===== src/design/tcss_defs.svh =====
// constants for the timer clock select and control/status block
`ifndef TCSS_DEFS_SVH
`define TCSS_DEFS_SVH

// control/status field positions
`define TCSS_HIGH_OVERFLOW_FLAG        7
`define TCSS_HIGH_MATCH_FLAG        6
`define TCSS_HIGH_OVERFLOW_INT_EN       5
`define TCSS_HIGH_CLEAR_ON_MATCH       4
`define TCSS_LOW_OVERFLOW_FLAG        3
`define TCSS_LOW_MATCH_FLAG        2
`define TCSS_LOW_OVERFLOW_INT_EN       1
`define TCSS_LOW_CLEAR_ON_MATCH       0
`define TCSS_FLAG_MASK   8'hCC

// timer control field positions
`define TCSS_HSEL_MSB    6
`define TCSS_HSEL_LSB    4
`define TCSS_LSEL_MSB    2
`define TCSS_LSEL_LSB    0
`define TCSS_MODE8_BIT   6

// reset values
`define TCSS_CSR_RST     8'h00
`define TCSS_CTRL_RST    8'h00
`define TCSS_CNT_RST     8'h00
`define TCSS_ZERO8       8'h00

// counter limits and steps
`define TCSS_BYTE_MAX    8'hFF
`define TCSS_FULL_MAX    16'hFFFF
`define TCSS_ONE8        8'h01
`define TCSS_ONE16       16'h0001
`define TCSS_ZERO16      16'h0000

// prescaler terminal counts
`define TCSS_PRESC_RST   5'h00
`define TCSS_PRESC_ONE   5'h01
`define TCSS_DIV32_LAST  5'h1F
`define TCSS_DIV16_LAST  4'hF
`define TCSS_DIV4_LAST   2'h3
`define TCSS_SUB_RST     2'h0
`define TCSS_SUB_ONE     2'h1

`endif


===== src/design/tcss_pkg.sv =====
// types for the timer clock select and control/status block
package tcss_pkg;

   typedef enum logic [2:0] {
      TCSS_SEL_EXT   = 3'b000,
      TCSS_SEL_R1    = 3'b001,
      TCSS_SEL_R2    = 3'b010,
      TCSS_SEL_NA    = 3'b011,
      TCSS_SEL_DIV32 = 3'b100,
      TCSS_SEL_DIV16 = 3'b101,
      TCSS_SEL_DIV4  = 3'b110,
      TCSS_SEL_SUB4  = 3'b111
   } tcss_clk_sel_e;

   typedef logic [7:0] tcss_byte_t;

endpackage : tcss_pkg


===== src/design/tcss_timer.sv =====
// timer clock select, counters and control/status register
//
// Summary of operation
// - low select code 000 counts external event pin edges
// - codes 100-111 pick div32, div16, div4, sub/4
// - edge polarity follows external edge select bit
// - gated pin edge detect, spurious count possible
// - control/status resets to all zeros
// - flags clear by zero write, one ignored
// - zero write clears only after flag read
// - high overflow flag on high byte wrap
// - high match flag on high or full compare equality
// - bit 5 enables high overflow request
// - bit 4 clears full or high counter
// - 8-bit mode low overflow flag on low byte wrap
// - 8-bit mode low match flag on low compare equality
// - bit 1 enables low overflow request
// - bit 0 clears low counter on 8-bit mode match
// - high select top bit picks 8-bit mode
// - 16-bit mode full wrap sets high overflow
`include "tcss_defs.svh"
`timescale 1ns/1ns
`default_nettype none

module tcss_timer (
   input  wire logic             ref_clk,
   input  wire logic             srst,
   input  wire logic             csr_wr,
   input  wire logic             csr_rd,
   input  wire logic             ctrl_wr,
   input  wire tcss_pkg::tcss_byte_t wr_data,
   output var  tcss_pkg::tcss_byte_t rd_data,
   input  wire logic             event_input_pin,
   input  wire logic             event_edge_select,
   input  wire logic             event_pin_function_bit,
   input  wire logic             sub_tick,
   input  wire tcss_pkg::tcss_byte_t high_compare,
   input  wire tcss_pkg::tcss_byte_t low_compare,
   output var  tcss_pkg::tcss_byte_t high_counter,
   output var  tcss_pkg::tcss_byte_t low_counter,
   output var  logic             high_ovf_req,
   output var  logic             low_ovf_req
);
   import tcss_pkg::*;

   // ****************************************
   // state
   // ****************************************
   tcss_byte_t    csr;
   tcss_byte_t    arm;
   tcss_byte_t    ctrl;
   logic [4:0]    presc;
   logic [1:0]    sub_cnt;
   logic          evt_prev;
   tcss_byte_t    next_csr;
   tcss_byte_t    next_arm;
   tcss_byte_t    next_ctrl;
   logic [4:0]    next_presc;
   logic [1:0]    next_sub_cnt;
   logic          next_evt_prev;
   tcss_byte_t    next_rd_data;
   tcss_byte_t    next_high;
   tcss_byte_t    next_low;
   logic          next_high_req;
   logic          next_low_req;

   // ****************************************
   // clock selection
   // ****************************************
   tcss_clk_sel_e low_sel;
   tcss_clk_sel_e high_sel;
   logic          mode8;
   logic          gated_pin;
   logic          ext_edge;
   logic          div32_tick;
   logic          div16_tick;
   logic          div4_tick;
   logic          sub4_tick;
   logic          low_tick;
   logic          high_tick;
   logic [15:0]   full_cnt;
   logic [15:0]   full_next_inc;
   logic          full_match;
   logic          low_match;
   logic          high_match;
   tcss_byte_t    set_mask;
   tcss_byte_t    clr_mask;

   function automatic logic sel_tick(input tcss_clk_sel_e sel, input logic ext,
                                     input logic t32, input logic t16,
                                     input logic t4, input logic ts);
      logic t;
      t = 1'b0;
      case (sel)
         TCSS_SEL_EXT:   t = ext;
         TCSS_SEL_DIV32: t = t32;
         TCSS_SEL_DIV16: t = t16;
         TCSS_SEL_DIV4:  t = t4;
         TCSS_SEL_SUB4:  t = ts;
         default:        t = 1'b0;
      endcase
      return t;
   endfunction : sel_tick

   always_comb begin
      low_sel    = tcss_clk_sel_e'(ctrl[`TCSS_LSEL_MSB:`TCSS_LSEL_LSB]);
      high_sel   = tcss_clk_sel_e'(ctrl[`TCSS_HSEL_MSB:`TCSS_HSEL_LSB]);
      mode8      = ctrl[`TCSS_MODE8_BIT];
      // pin reads high while its function is off
      gated_pin  = event_pin_function_bit ? event_input_pin : 1'b1;
      ext_edge   = event_edge_select ? (gated_pin & ~evt_prev)
                                     : (~gated_pin & evt_prev);
      div32_tick = (presc == `TCSS_DIV32_LAST);
      div16_tick = (presc[3:0] == `TCSS_DIV16_LAST);
      div4_tick  = (presc[1:0] == `TCSS_DIV4_LAST);
      sub4_tick  = sub_tick && (sub_cnt == `TCSS_DIV4_LAST);
      low_tick   = sel_tick(low_sel, ext_edge, div32_tick, div16_tick,
                            div4_tick, sub4_tick);
      // in 8-bit mode the high half has no external input
      high_tick  = mode8 && sel_tick(high_sel, 1'b0, div32_tick, div16_tick,
                                     div4_tick, sub4_tick);
      full_cnt      = {high_counter, low_counter};
      full_next_inc = full_cnt + `TCSS_ONE16;
      full_match    = (full_cnt == {high_compare, low_compare});
      low_match     = (low_counter == low_compare);
      high_match    = (high_counter == high_compare);
   end

   // ****************************************
   // counters and prescalers
   // ****************************************
   always_comb begin
      next_presc    = presc + `TCSS_PRESC_ONE;
      next_sub_cnt  = sub_tick ? sub_cnt + `TCSS_SUB_ONE : sub_cnt;
      next_evt_prev = gated_pin;
      next_high     = high_counter;
      next_low      = low_counter;
      if (mode8) begin
         if (low_tick) begin
            next_low = (low_match && csr[`TCSS_LOW_CLEAR_ON_MATCH]) ? `TCSS_ZERO8
                                                       : low_counter + `TCSS_ONE8;
         end
         if (high_tick) begin
            next_high = (high_match && csr[`TCSS_HIGH_CLEAR_ON_MATCH]) ? `TCSS_ZERO8
                                                         : high_counter + `TCSS_ONE8;
         end
      end else if (low_tick) begin
         if (full_match && csr[`TCSS_HIGH_CLEAR_ON_MATCH]) begin
            next_high = `TCSS_ZERO8;
            next_low  = `TCSS_ZERO8;
         end else begin
            next_high = full_next_inc[15:8];
            next_low  = full_next_inc[7:0];
         end
      end
   end

   always_ff @(posedge ref_clk) begin
      if (srst) begin
         presc        <= `TCSS_PRESC_RST;
         sub_cnt      <= `TCSS_SUB_RST;
         evt_prev     <= 1'b1;
         high_counter <= `TCSS_CNT_RST;
         low_counter  <= `TCSS_CNT_RST;
      end else begin
         presc        <= next_presc;
         sub_cnt      <= next_sub_cnt;
         evt_prev     <= next_evt_prev;
         high_counter <= next_high;
         low_counter  <= next_low;
      end
   end

   // ****************************************
   // control/status register
   // ****************************************
   always_comb begin
      set_mask = `TCSS_ZERO8;
      if (mode8) begin
         set_mask[`TCSS_HIGH_OVERFLOW_FLAG] = high_tick && (high_counter == `TCSS_BYTE_MAX);
         set_mask[`TCSS_HIGH_MATCH_FLAG] = high_tick && high_match;
         set_mask[`TCSS_LOW_OVERFLOW_FLAG] = low_tick && (low_counter == `TCSS_BYTE_MAX);
         set_mask[`TCSS_LOW_MATCH_FLAG] = low_tick && low_match;
      end else begin
         set_mask[`TCSS_HIGH_OVERFLOW_FLAG] = low_tick && (full_cnt == `TCSS_FULL_MAX);
         set_mask[`TCSS_HIGH_MATCH_FLAG] = low_tick && full_match;
      end
      // only armed flags clear, and only by a zero
      clr_mask  = csr_wr ? (~wr_data & arm & `TCSS_FLAG_MASK) : `TCSS_ZERO8;
      // hardware set wins over a clear in the same cycle
      next_csr  = ((csr & ~clr_mask) | set_mask) & `TCSS_FLAG_MASK;
      next_csr  = next_csr | ((csr_wr ? wr_data : csr) & ~`TCSS_FLAG_MASK);
      next_arm  = csr_wr ? `TCSS_ZERO8
                         : (arm | (csr_rd ? (csr & `TCSS_FLAG_MASK) : `TCSS_ZERO8));
      next_ctrl = ctrl_wr ? wr_data : ctrl;
      next_rd_data  = csr_rd ? csr : rd_data;
      next_high_req = csr[`TCSS_HIGH_OVERFLOW_FLAG] && csr[`TCSS_HIGH_OVERFLOW_INT_EN];
      next_low_req  = csr[`TCSS_LOW_OVERFLOW_FLAG] && csr[`TCSS_LOW_OVERFLOW_INT_EN];
   end

   always_ff @(posedge ref_clk) begin
      if (srst) begin
         csr          <= `TCSS_CSR_RST;
         arm          <= `TCSS_ZERO8;
         ctrl         <= `TCSS_CTRL_RST;
         rd_data      <= `TCSS_ZERO8;
         high_ovf_req <= 1'b0;
         low_ovf_req  <= 1'b0;
      end else begin
         csr          <= next_csr;
         arm          <= next_arm;
         ctrl         <= next_ctrl;
         rd_data      <= next_rd_data;
         high_ovf_req <= next_high_req;
         low_ovf_req  <= next_low_req;
      end
   end
endmodule : tcss_timer

`default_nettype wire


===== config.mk =====
export PLATFORM = sky130hd
export DESIGN_NAME = tcss_timer
export DESIGN_NICKNAME = d
export VERILOG_FILES = /design/src/design/tcss_pkg.sv /design/src/design/tcss_timer.sv
export VERILOG_INCLUDE_DIRS = /design/src /design/src/design
export SDC_FILE = /design/constraint.sdc
export NUM_CORES = 1
export LEC_CHECK = 0
export BUFFER_PORTS_ARGS = -buffer_cell sky130_fd_sc_hd__buf_2
export CAP_MARGIN = 40
export CORE_AREA = 2 2 61 86
export CTS_BUF_LIST = sky130_fd_sc_hd__clkbuf_16
export DETAILED_ROUTE_END_ITERATION = 8
export DIE_AREA = 0 0 63 88
export HOLD_SLACK_MARGIN = 0.06
export PLACE_DENSITY = 0.82
export REMOVE_ABC_BUFFERS = 1
export SYNTH_ARGS = -nofsm -noshare
export SYNTH_HDL_FRONTEND = slang
export SYNTH_SLANG_ARGS = --single-unit

===== constraint.sdc =====
create_clock -name ref_clk -period 4.71 [get_ports ref_clk]
set_input_delay 0.7065 -clock ref_clk [delete_from_list [all_inputs] [get_ports ref_clk]]
set_output_delay 0.7065 -clock ref_clk [all_outputs]
set_load 0.005 [all_outputs]

==> flow_summary_export.csv, run 1 <==
group,metric,value,unit
synthesis,synth_compound_area_share,12.8,%
power,seqPwrFrac,47.8,%
global_routing,grt_remaining_overflow,0,
die,rows,30,
critical_path,cp-start-kind,"flip-flop",
power,sw_frac_of_total,23.4,%
power,report.power.total,0.000974,W
critical_path,crit_type,"flip-flop to flip-flop",
routing,drc_errors,0,
synthesis,yosys.area_share.simple,22.4,%
sta,min_period_over_period,52.5,%
critical_path,crit_path_start,"presc[0]$_SDFF_PP0_",
synthesis,yosys_most_used_dff,"dfxtp_1",
routing,wl,5500,microns
finish,area_delta_synth_final,18.9,%
sta,hold_viol,0,
synthesis,synth_fa_ha_area_share,2.47,%
min_path,min_path_type,"flip-flop to flip-flop",
critical_path,reg2reg_from,"presc[0]$_SDFF_PP0_",
sta,period_needed,2470,ps
global_routing,grt_max_degree,37,
synthesis,synth_area,0.00254,sq mm
sta,worst_pin_slew,929,ps
finish,finalNonFillerCells,396,
clocking,cts_tree,"built",
sta,relSlewSlack,38.1,%
synthesis,async_reset_ff_share,0,%
power,p_per_area,323,mW/mm^2
min_path,min_path_cells,1,
synthesis,synth_edf_count,0,
power,internal_power,0.000746,W
routing,routedWlPerCell,13.9,microns
global_routing,grt_usage,20.2,%
sta,worst_hold_slack,460,ps
clocking,numClockSinks,52,
critical_path,reg2reg_to,"low_counter[4]$_SDFFE_PP0P_",
synthesis,synth-seq-cells,52,
routing,dr.first_iter.drc_count,97,
finish,utilization,63.3,%
sta,finalMaxSlewViolations,0,
placed_design,placed_cells,388,
routing,dr.pass1.iters,4,
synthesis,ys_types,51,
min_path,hold_end,"presc[0]$_SDFF_PP0_",
finish,nets,369,
die,io_pins,59,
critical_path,path_max_fanout,12,
synthesis,yosysTopAreaCell,"dfxtp_1",
sta,skew,3.08,ps
global_routing,grt_pass1_wl,9050,microns
power,vdd_drop_max,0.237,mV
power,power_frac_clock,43.0,%
synthesis,syn_area_per_cell,9.09,sq um
finish,mostFrequentLayoutCells,"58 x buf_2, 52 x dfxtp_1, 36 x nor2_1",
sta,setup-violations-final,0,
synthesis,ys_seq_area_share,41.0,%
clocking,cts_buffers,5,
critical_path,cp.arrival,2660,ps
synthesis,yosysTopAreaCellShare,41.0,%
sta,timing.fmax,404,MHz
synthesis,synthCells,279,
power,p_comb_share,9.2,%
routing,vias,2162,
finish,drive_above_1_share,24.4,%
clocking,cts-hold-fix-buffers,0,
critical_path,cp.required,4890,ps
global_routing,first_global_vias,2135,
placed_design,gp_congestion,0.794,
power,total_leakage_power,1.24,nW
status,status,"completed",
critical_path,rr_worst_depth,10,
clocking,clock_tree.buffer_depth,2,
synthesis,synthTopCellsByArea,"dfxtp_1 41%, xnor2_1 8.6%, mux2i_1 7.9%, nor2_1 5.3%, nand2_1 2.7%",
global_routing,antenna_found_initial,0,
synthesis,ys_warn_count,0,
routing,vias_per_cell,5.46,
power,p_sw,0.000228,W
clocking,post_cts_buffers,0,
synthesis,synth-xor-area-share,8.98,%
clocking,post_cts_resized,0,
placed_design,io_buffers,58,
clocking,clk_latency,290,ps
sta,tns,0,ps
die,die_x,63,microns
clocking,clockRootBuffer,"clkbuf_16",
finish,layout_commonest_cell,"buf_2",
placed_design,hpwl,3890,microns
die,die_y,88,microns
synthesis,synth_top_family_by_area,"simple AND/OR/NAND/NOR gates",
critical_path,r2r_slack,2240,ps
clocking,clk_pin_slew_worst_paths,70,ps
critical_path,endpoint_kind,"flip-flop",
min_path,hp-start,"presc[0]$_SDFF_PP0_",
die,design.core.area,0.00477,sq mm
routing,antenna_left,0,
die,start_util,53.2,%
clocking,htreeDepth,2,
sta,grt_setup_unrepaired,"false",
run,drv_cap,0,
finish,insertedDiodeCount,0,
die,die_area,0.00554,sq mm
synthesis,synth_mux_area_share,8.34,%
==> synth_stat cells (4+ instances only) <==
master	count
nor2_1	36
dfxtp_1	52
o21ai_0	4
clkbuf_1	8
a21oi_1	11
o22ai_1	4
nand2_1	18
nor3_1	8
a31oi_1	7
ha_1	5
nand4_1	7
xnor2_1	25
nand3_1	9
mux2i_1	20
inv_1	10
nand3b_1	4
==> worst max-delay path, cell delays in order (launching register included) <==
cell and delay [ps]:
dfxtp_1 360, ha_1 280, nand3_2 130, inv_1 80, ha_1 140, inv_1 50
a31oi_1 150, nand2_1 280, nor4_1 530, a21o_2 290, nor2_1 70
==> logic make-up (layout without fill, tap and decap cells) <==
kind of cell / Yosys count / in the layout
buf+inv: 23 / 76
xor+xnor: 26 / 26
mux: 21 / 21
simple gates: 108 / 108
flops: 52 / 52
fa+ha+maj: 5 / 5
compound gates: 44 / 44
==> state kept, by name, summed over array words and instances, names as in the netlist, 2 cells and up, named ones only <==
| name | flops |
|---|---|
| rd_data | 8 |
| high_counter | 8 |
| low_counter | 8 |
| sub_cnt | 2 |
| presc | 5 |
| ctrl | 6 |
| csr | 4 |
| arm | 4 |
==> stage by stage <==
stage                     area [sq um]  worst slack (ps)
after CTS                         3020              2260
after global placement            2850              2320
after global routing              3020              1980
after floorplan                   2470              2580
final                             3020              2240
after detailed placement          2850              2220
==> how the worst max path moves through the flow <==
stage,end,slack [ps],depth (start not counted)
2_1_floorplan,csr[7]$_SDFF_PP0_,2580,6
3_3_place_gp,high_counter[3]$_SDFFE_PP0P_,2320,7
3_5_place_dp,low_counter[1]$_SDFFE_PP0P_,2220,7
4_1_cts,low_counter[2]$_SDFFE_PP0P_,2260,10
5_1_grt,low_counter[2]$_SDFFE_PP0P_,1980,10
6_report,low_counter[4]$_SDFFE_PP0P_,2240,10
==> routing by layer <==
metal | part of all wire (%) | global-route usage (%) | vias to the layer above
li1 | - | - | 1087
met1 | 43 | 23.7 | 1002
met2 | 51 | 36.3 | 69
met3 | 4.9 | 3.60 | 4
met4 | 1.0 | 8.89 | 0
met5 | 0 | 0 | -
==> area by class of cell <==
cell class	count	area (sq um)
Multi-Input combinational cell	204	1400
Timing Repair Buffer	58	290
Inverter	10	37.5
Sequential cell	52	1040
Clock buffer	5	125
Clock inverter	3	46.3
Fill cell	426	1750
Tap cell	64	80.1
==> power by group through the flow <==
stage	combinational (W)	clock, W	sequential [W]
floorplan	0.0000515	0	0.000473
global placement	0.0000865	0	0.000475
detailed placement	0.0000894	0	0.000476
CTS	0.0000900	0.000426	0.000465
global route	0.0000996	0.000442	0.000467
finish	0.0000896	0.000419	0.000466
(Power assumes the default switching activity.)
==> inputs of run 2 (changes only) <==
CORE_AREA = 2 2 62 87   (was 2 2 61 86)
DIE_AREA = 0 0 64 89   (was 0 0 63 88)
PLACE_DENSITY = 0.8   (was 0.82)
clock period = 2.3 ns   (was 4.71 ns; I/O delays follow)
==> run 2 against run 1 <==
Effect of this change: non-clock buffer count increased by 7; sequential share of layout area decreased by 0.51 points; worst setup slack got worse by 2100 ps; worst hold slack got worse by 180 ps; register-to-register slack got worse by 2100 ps; global-route usage decreased by 0.48 points; final area increased by 1.5%; clock-buffer cell count unchanged; critical path type unchanged; critical endpoint is now csr[7]$_SDFF_PP0_; largest cell class unchanged.
==> flow_summary_export.csv, run 2 (synthesized netlist as in run 1, its figures left out) <==
group,metric,value,unit
status,status,"completed",
routing,dr.first_iter.drc_count,123,
critical_path,path_max_fanout,5,
critical_path,endpoint_kind,"flip-flop",
die,io_pins,59,
sta,skew,4.07,ps
critical_path,crit_path_max_incr_delay,400,ps
clocking,numClockSinks,52,
die,start_util,52.4,%
sta,setup-violations-final,0,
power,sw_frac_of_total,24.2,%
die,design.core.area,0.00484,sq mm
routing,vias_per_cell,5.42,
clocking,cts_buffers,5,
power,vdd_drop_max,0.394,mV
routing,routedWlPerCell,13.9,microns
power,total_leakage_power,1.27,nW
critical_path,cp.arrival,2370,ps
critical_path,cp_slowest_cell,"or3b_1",
global_routing,grt_max_degree,20,
placed_design,hpwl,3970,microns
run,drv_cap,0,
power,seqPwrFrac,50.9,%
critical_path,crit_path_start,"presc[0]$_SDFF_PP0_",
routing,wl,5590,microns
placed_design,dpl_worst_slack,167,ps
finish,area_delta_synth_final,20.7,%
finish,largestRegisters,"high_counter: 8 flops, low_counter: 8 flops, rd_data: 8 flops",
critical_path,rr_worst_depth,10,
placed_design,placed_cells,395,
critical_path,crit_type,"flip-flop to flip-flop",
power,p_sw,0.000451,W
global_routing,grt_usage,19.8,%
global_routing,grt_pass1_wl,8950,microns
critical_path,cp.required,2520,ps
min_path,hold_end,"evt_prev$_SDFF_PP1_",
min_path,min_path_type,"input pin to flip-flop",
critical_path,cp-start-kind,"flip-flop",
finish,finalNonFillerCells,403,
clocking,clock_tree.buffer_depth,2,
finish,drive_above_1_share,26.5,%
routing,vias,2184,
sta,hold_viol,0,
power,internal_power,0.00142,W
finish,mostFrequentLayoutCells,"58 x buf_2, 52 x dfxtp_1, 36 x nor2_1",
sta,min_period_over_period,93.2,%
clocking,clockRootBuffer,"clkbuf_16",
die,die_x,64,microns
die,rows,30,
global_routing,antenna_found_initial,0,
finish,layout_commonest_cell,"buf_2",
sta,worst_pin_slew,452,ps
sta,fin_ws,157,ps
finish,nets,376,
global_routing,grt_remaining_overflow,0,
power,p_comb_share,10.8,%
routing,dr.pass1.iters,4,
critical_path,crit_chain,"ha_1, nand3_2, inv_1, ha_1, inv_1, a31oi_1, nand2_1, o31ai_1, or3b_1, a21oi_2",
placed_design,io_buffers,58,
critical_path,r2r_slack,160,ps
sta,finalMaxSlewViolations,0,
clocking,clk_pin_slew_worst_paths,70,ps
clocking,cts_tree,"built",
critical_path,path_buf_inv,2,
clocking,clk_latency,290,ps
die,die_area,0.00570,sq mm
critical_path,reg2reg_from,"presc[0]$_SDFF_PP0_",
finish,insertedDiodeCount,0,
routing,drc_errors,0,
die,die_y,89,microns
critical_path,reg2reg_to,"csr[7]$_SDFF_PP0_",
routing,antenna_left,0,
critical_path,crit_family,"simple AND/OR/NAND/NOR gates",
power,p_per_area,610,mW/mm^2
sta,period_needed,2140,ps
min_path,min_path_cells,3,
sta,relSlewSlack,69.8,%
sta,timing.fmax,467,MHz
clocking,htreeDepth,2,
min_path,hp-start,"event_input_pin",
global_routing,first_global_vias,2024,
placed_design,gp_congestion,0.805,
power,power_frac_clock,38.2,%
[run 2: cell types whose count changed in the layout (fill, tap and decap cells not counted), moves of 2 or more]
cell,change
nor4_2,+2
buf_4,+7
o21ai_0,-2
o21ai_1,+2
nor4_1,-2
[run 2: worst register-to-register path, delay by kind of cell, from the launching register on]
kind                     cells  cell delay (ps)
AO/OA/AOI/OAI                3              540
adder cells (fa/ha/maj)      2              380
buffers and inverters        2              120
flip-flops                   1              350
AND/OR/NAND/NOR              3              680
[run 2: per-stage QoR]
stage	TNS (ps)	utilization, %	hold slack [ps]	instance area (sq um)	power (W)
2_1_floorplan	0	-	407	2470	0.00107
3_3_place_gp	0	59.8	431	2900	0.00116
3_5_place_dp	0	59.8	445	2900	0.00117
4_1_cts	0	62.7	281	3040	0.00187
5_1_grt	-22.1	63.2	308	3060	0.00193
6_report	0	63.2	279	3060	0.00187
[run 2: timing repair]
| item | in CTS | in global routing |
|---|---|---|
| setup endpoints to repair | 0 | 6 |
| resized for setup | 0 | 6 |
| hold buffers | 0 | 0 |
| buffers inserted | 0 | 0 |
[run 2: metal layers]
metal | track usage (%) | wire length [microns]
met5 | 0 | 0
met4 | 8.30 | 112
met3 | 3.15 | 235
met2 | 34.7 | 2840
met1 | 24.1 | 2410
[run 2: cell type report]
type                    instances  area [sq um]
multi-input cells             204          1420
inverters                      10          37.5
clock inverters                 3          15.0
repair buffers                 65           343
flip-flops and latches         52          1040
well taps                      64          80.1
fillers                       425          1780
clock buffers                   5           125
[run 2: worst max-delay path by stage]
stage | to | slack, ps | depth (start not counted)
floorplan | csr[7]$_SDFF_PP0_ | 200 | 10
global placement | csr[3]$_SDFF_PP0_ | 220 | 11
detailed placement | csr[3]$_SDFF_PP0_ | 170 | 11
CTS | csr[3]$_SDFF_PP0_ | 130 | 11
global route | low_counter[3]$_SDFFE_PP0P_ | -20 | 11
finish | csr[7]$_SDFF_PP0_ | 160 | 10
[run 2: power by group through the flow]
| stage | clock, W | combinational [W] | sequential [W] |
|---|---|---|---|
| final | 0.000715 | 0.000202 | 0.000952 |
| after global routing | 0.000750 | 0.000223 | 0.000955 |
| after CTS | 0.000716 | 0.000198 | 0.000952 |
| after detailed placement | 0 | 0.000197 | 0.000971 |
| after global placement | 0 | 0.000192 | 0.000970 |
| after floorplan | 0 | 0.000105 | 0.000968 |
==> inputs of run 3 (changes only) <==
--- a/config.mk
+++ b/config.mk
@@ -15,3 +15,3 @@
 export HOLD_SLACK_MARGIN = 0.06
-export PLACE_DENSITY = 0.8
+export PLACE_DENSITY = 0.77
 export REMOVE_ABC_BUFFERS = 1
==> constraint.sdc (replaced) <==
create_clock -name ref_clk -period 2.3 [get_ports ref_clk]
set_input_delay 0 -clock ref_clk [delete_from_list [all_inputs] [get_ports ref_clk]]
set_output_delay 0 -clock ref_clk [all_outputs]
set_load 0.005 [all_outputs]
==> run 3 against run 2 <==
Effect of this change: critical path depth rose by 1; sequential share of layout area is 1.3 points lower; sequential power about the same; register-to-register slack hardly changed; combinational power up 5%; largest cell class unchanged; first-iteration DRC count decreased by 8.9%; critical path type unchanged; final area rose by 3.8%; clock skew rose by 3.3 ps; global-route usage increased by 1.0 points; power rose by 2.6%; wire length is 0.54% higher.
==> flow_summary_export.csv, run 3 (synthesized netlist as in run 1, its figures left out) <==
group,metric,value,unit
status,status,"completed",
clocking,clockRootBuffer,"clkbuf_16",
routing,routedWlPerCell,13.6,microns
critical_path,crit_family,"simple AND/OR/NAND/NOR gates",
finish,layout_commonest_cell,"buf_2",
clocking,numClockSinks,52,
clocking,clk_pin_slew_worst_paths,70,ps
finish,mostFrequentLayoutCells,"58 x buf_2, 52 x dfxtp_1, 36 x nor2_1",
routing,vias,2198,
min_path,min_path_type,"input pin to flip-flop",
run,drv_cap,0,
finish,drive_above_1_share,27.6,%
finish,utilization,65.7,%
sta,worst_pin_slew,685,ps
routing,wl,5620,microns
clocking,htreeDepth,2,
critical_path,crit_type,"flip-flop to flip-flop",
power,vdd_drop_max,0.401,mV
die,rows,30,
placed_design,dpl_cell_area,0.00290,sq mm
critical_path,cp.required,2480,ps
placed_design,dpl_worst_slack,135,ps
critical_path,path_max_fanout,8,
sta,worst_hold_slack,83.8,ps
sta,hold_viol,0,
power,total_leakage_power,1.31,nW
critical_path,cp-start-kind,"flip-flop",
global_routing,antenna_found_initial,0,
finish,nets,385,
sta,grt_setup_unrepaired,"true",
placed_design,hpwl,3970,microns
sta,setup-violations-final,0,
global_routing,first_global_vias,2085,
sta,timing.fmax,469,MHz
sta,fin_ws,170,ps
clocking,post_cts_buffers,0,
clocking,cts_tree,"built",
routing,vias_per_cell,5.33,
routing,drc_errors,0,
clocking,clock_tree.buffer_depth,2,
finish,fin_area,0.00318,sq mm
routing,dr.pass1.iters,4,
sta,finalMaxSlewViolations,0,
die,io_pins,59,
critical_path,cp_slowest_cell,"dfxtp_1",
global_routing,grt_pass1_wl,9270,microns
global_routing,grt_usage,20.8,%
critical_path,endpoint_kind,"flip-flop",
power,p_per_area,603,mW/mm^2
sta,period_needed,2130,ps
routing,antenna_left,0,
placed_design,gp_congestion,0.790,
critical_path,path_buf_inv,3,
critical_path,cpMostUsedCell,"inv_1",
sta,tns,0,ps
routing,dr.first_iter.drc_count,112,
global_routing,grt_max_degree,36,
die,die_y,89,microns
critical_path,cp.arrival,2310,ps
die,die_x,64,microns
critical_path,crit_chain,"ha_2, nand3_2, inv_1, ha_1, inv_1, a31oi_1, nand2_1, buf_4, nor4_2, xnor2_1, nor2_1",
die,die_area,0.00570,sq mm
finish,area_delta_synth_final,25.4,%
sta,skew,7.40,ps
finish,largestRegisters,"high_counter: 8 flops, low_counter: 8 flops, rd_data: 8 flops",
sta,relSlewSlack,54.3,%
critical_path,crit_path_max_incr_delay,360,ps
global_routing,grt_remaining_overflow,0,
sta,min_period_over_period,92.6,%
die,start_util,52.4,%
clocking,clk_latency,290,ps
finish,insertedDiodeCount,0,
die,design.core.area,0.00484,sq mm
placed_design,io_buffers,58,
clocking,cts_buffers,5,
==> run 3: changes by cell type in the layout (fill, tap and decap cells not counted), sizes merged <==
cell,previous run,this run
dlygate4sd3,0,9
clkinv,1,0
inv,11,12
==> run 3: path summary, 6_finish.rpt <==
path | from | end | slack [ps] | depth (start not counted)
min reg2reg | presc[0]$_SDFF_PP0_ | presc[0]$_SDFF_PP0_ | 460 | 1
max reg2reg | presc[0]$_SDFF_PP0_ | low_counter[5]$_SDFFE_PP0P_ | 170 | 11
min | wr_data[3] | csr[3]$_SDFF_PP0_ | 80 | 4
max | presc[0]$_SDFF_PP0_ | low_counter[5]$_SDFFE_PP0P_ | 170 | 11
==> run 3: cell type report <==
type	count	area [sq um]
timing repair buffer	74	433
sequential	52	1040
fill	402	1660
tap	64	80.1
clock inverter	3	25.0
multi-input combinational	204	1440
clock buffer	5	125
inverter	10	37.5
==> run 3: routing by layer <==
metal	vias up	share of wire, %	GRT usage (%)
li1	1117	-	-
met5	-	0	0
met3	8	2.9	3.90
met4	0	2.3	8.70
met1	1028	44	24.5
met2	45	51	36.9
==> run 3: worst min-delay path, cell delays in order <==
cell,delay (ps)
buf_2,70
nand3b_1,90
nand2_1,50
a21oi_1,130
==> run 3: report_power, final <==
| group | total (W) | internal [W] | switching [W] |
|---|---|---|---|
| registers | 0.000951 | 0.000926 | 0.0000257 |
| logic | 0.000213 | 0.000104 | 0.000109 |
| clock network | 0.000753 | 0.000411 | 0.000342 |
| total | 0.00192 | 0.00144 | 0.000476 |
==> run 3: timing repair <==
item	CTS	global route
gates resized for setup	0	8
setup endpoints to repair	0	15
hold buffers	9	0
hold endpoints to repair	13	0
==> run 3: metrics by stage <==
stage	total power (W)	cells
2_1_floorplan	0.00107	266
3_5_place_dp	0.00117	395
3_3_place_gp	0.00116	395
4_1_cts	0.00193	412
5_1_grt	0.00200	412
6_report	0.00192	412
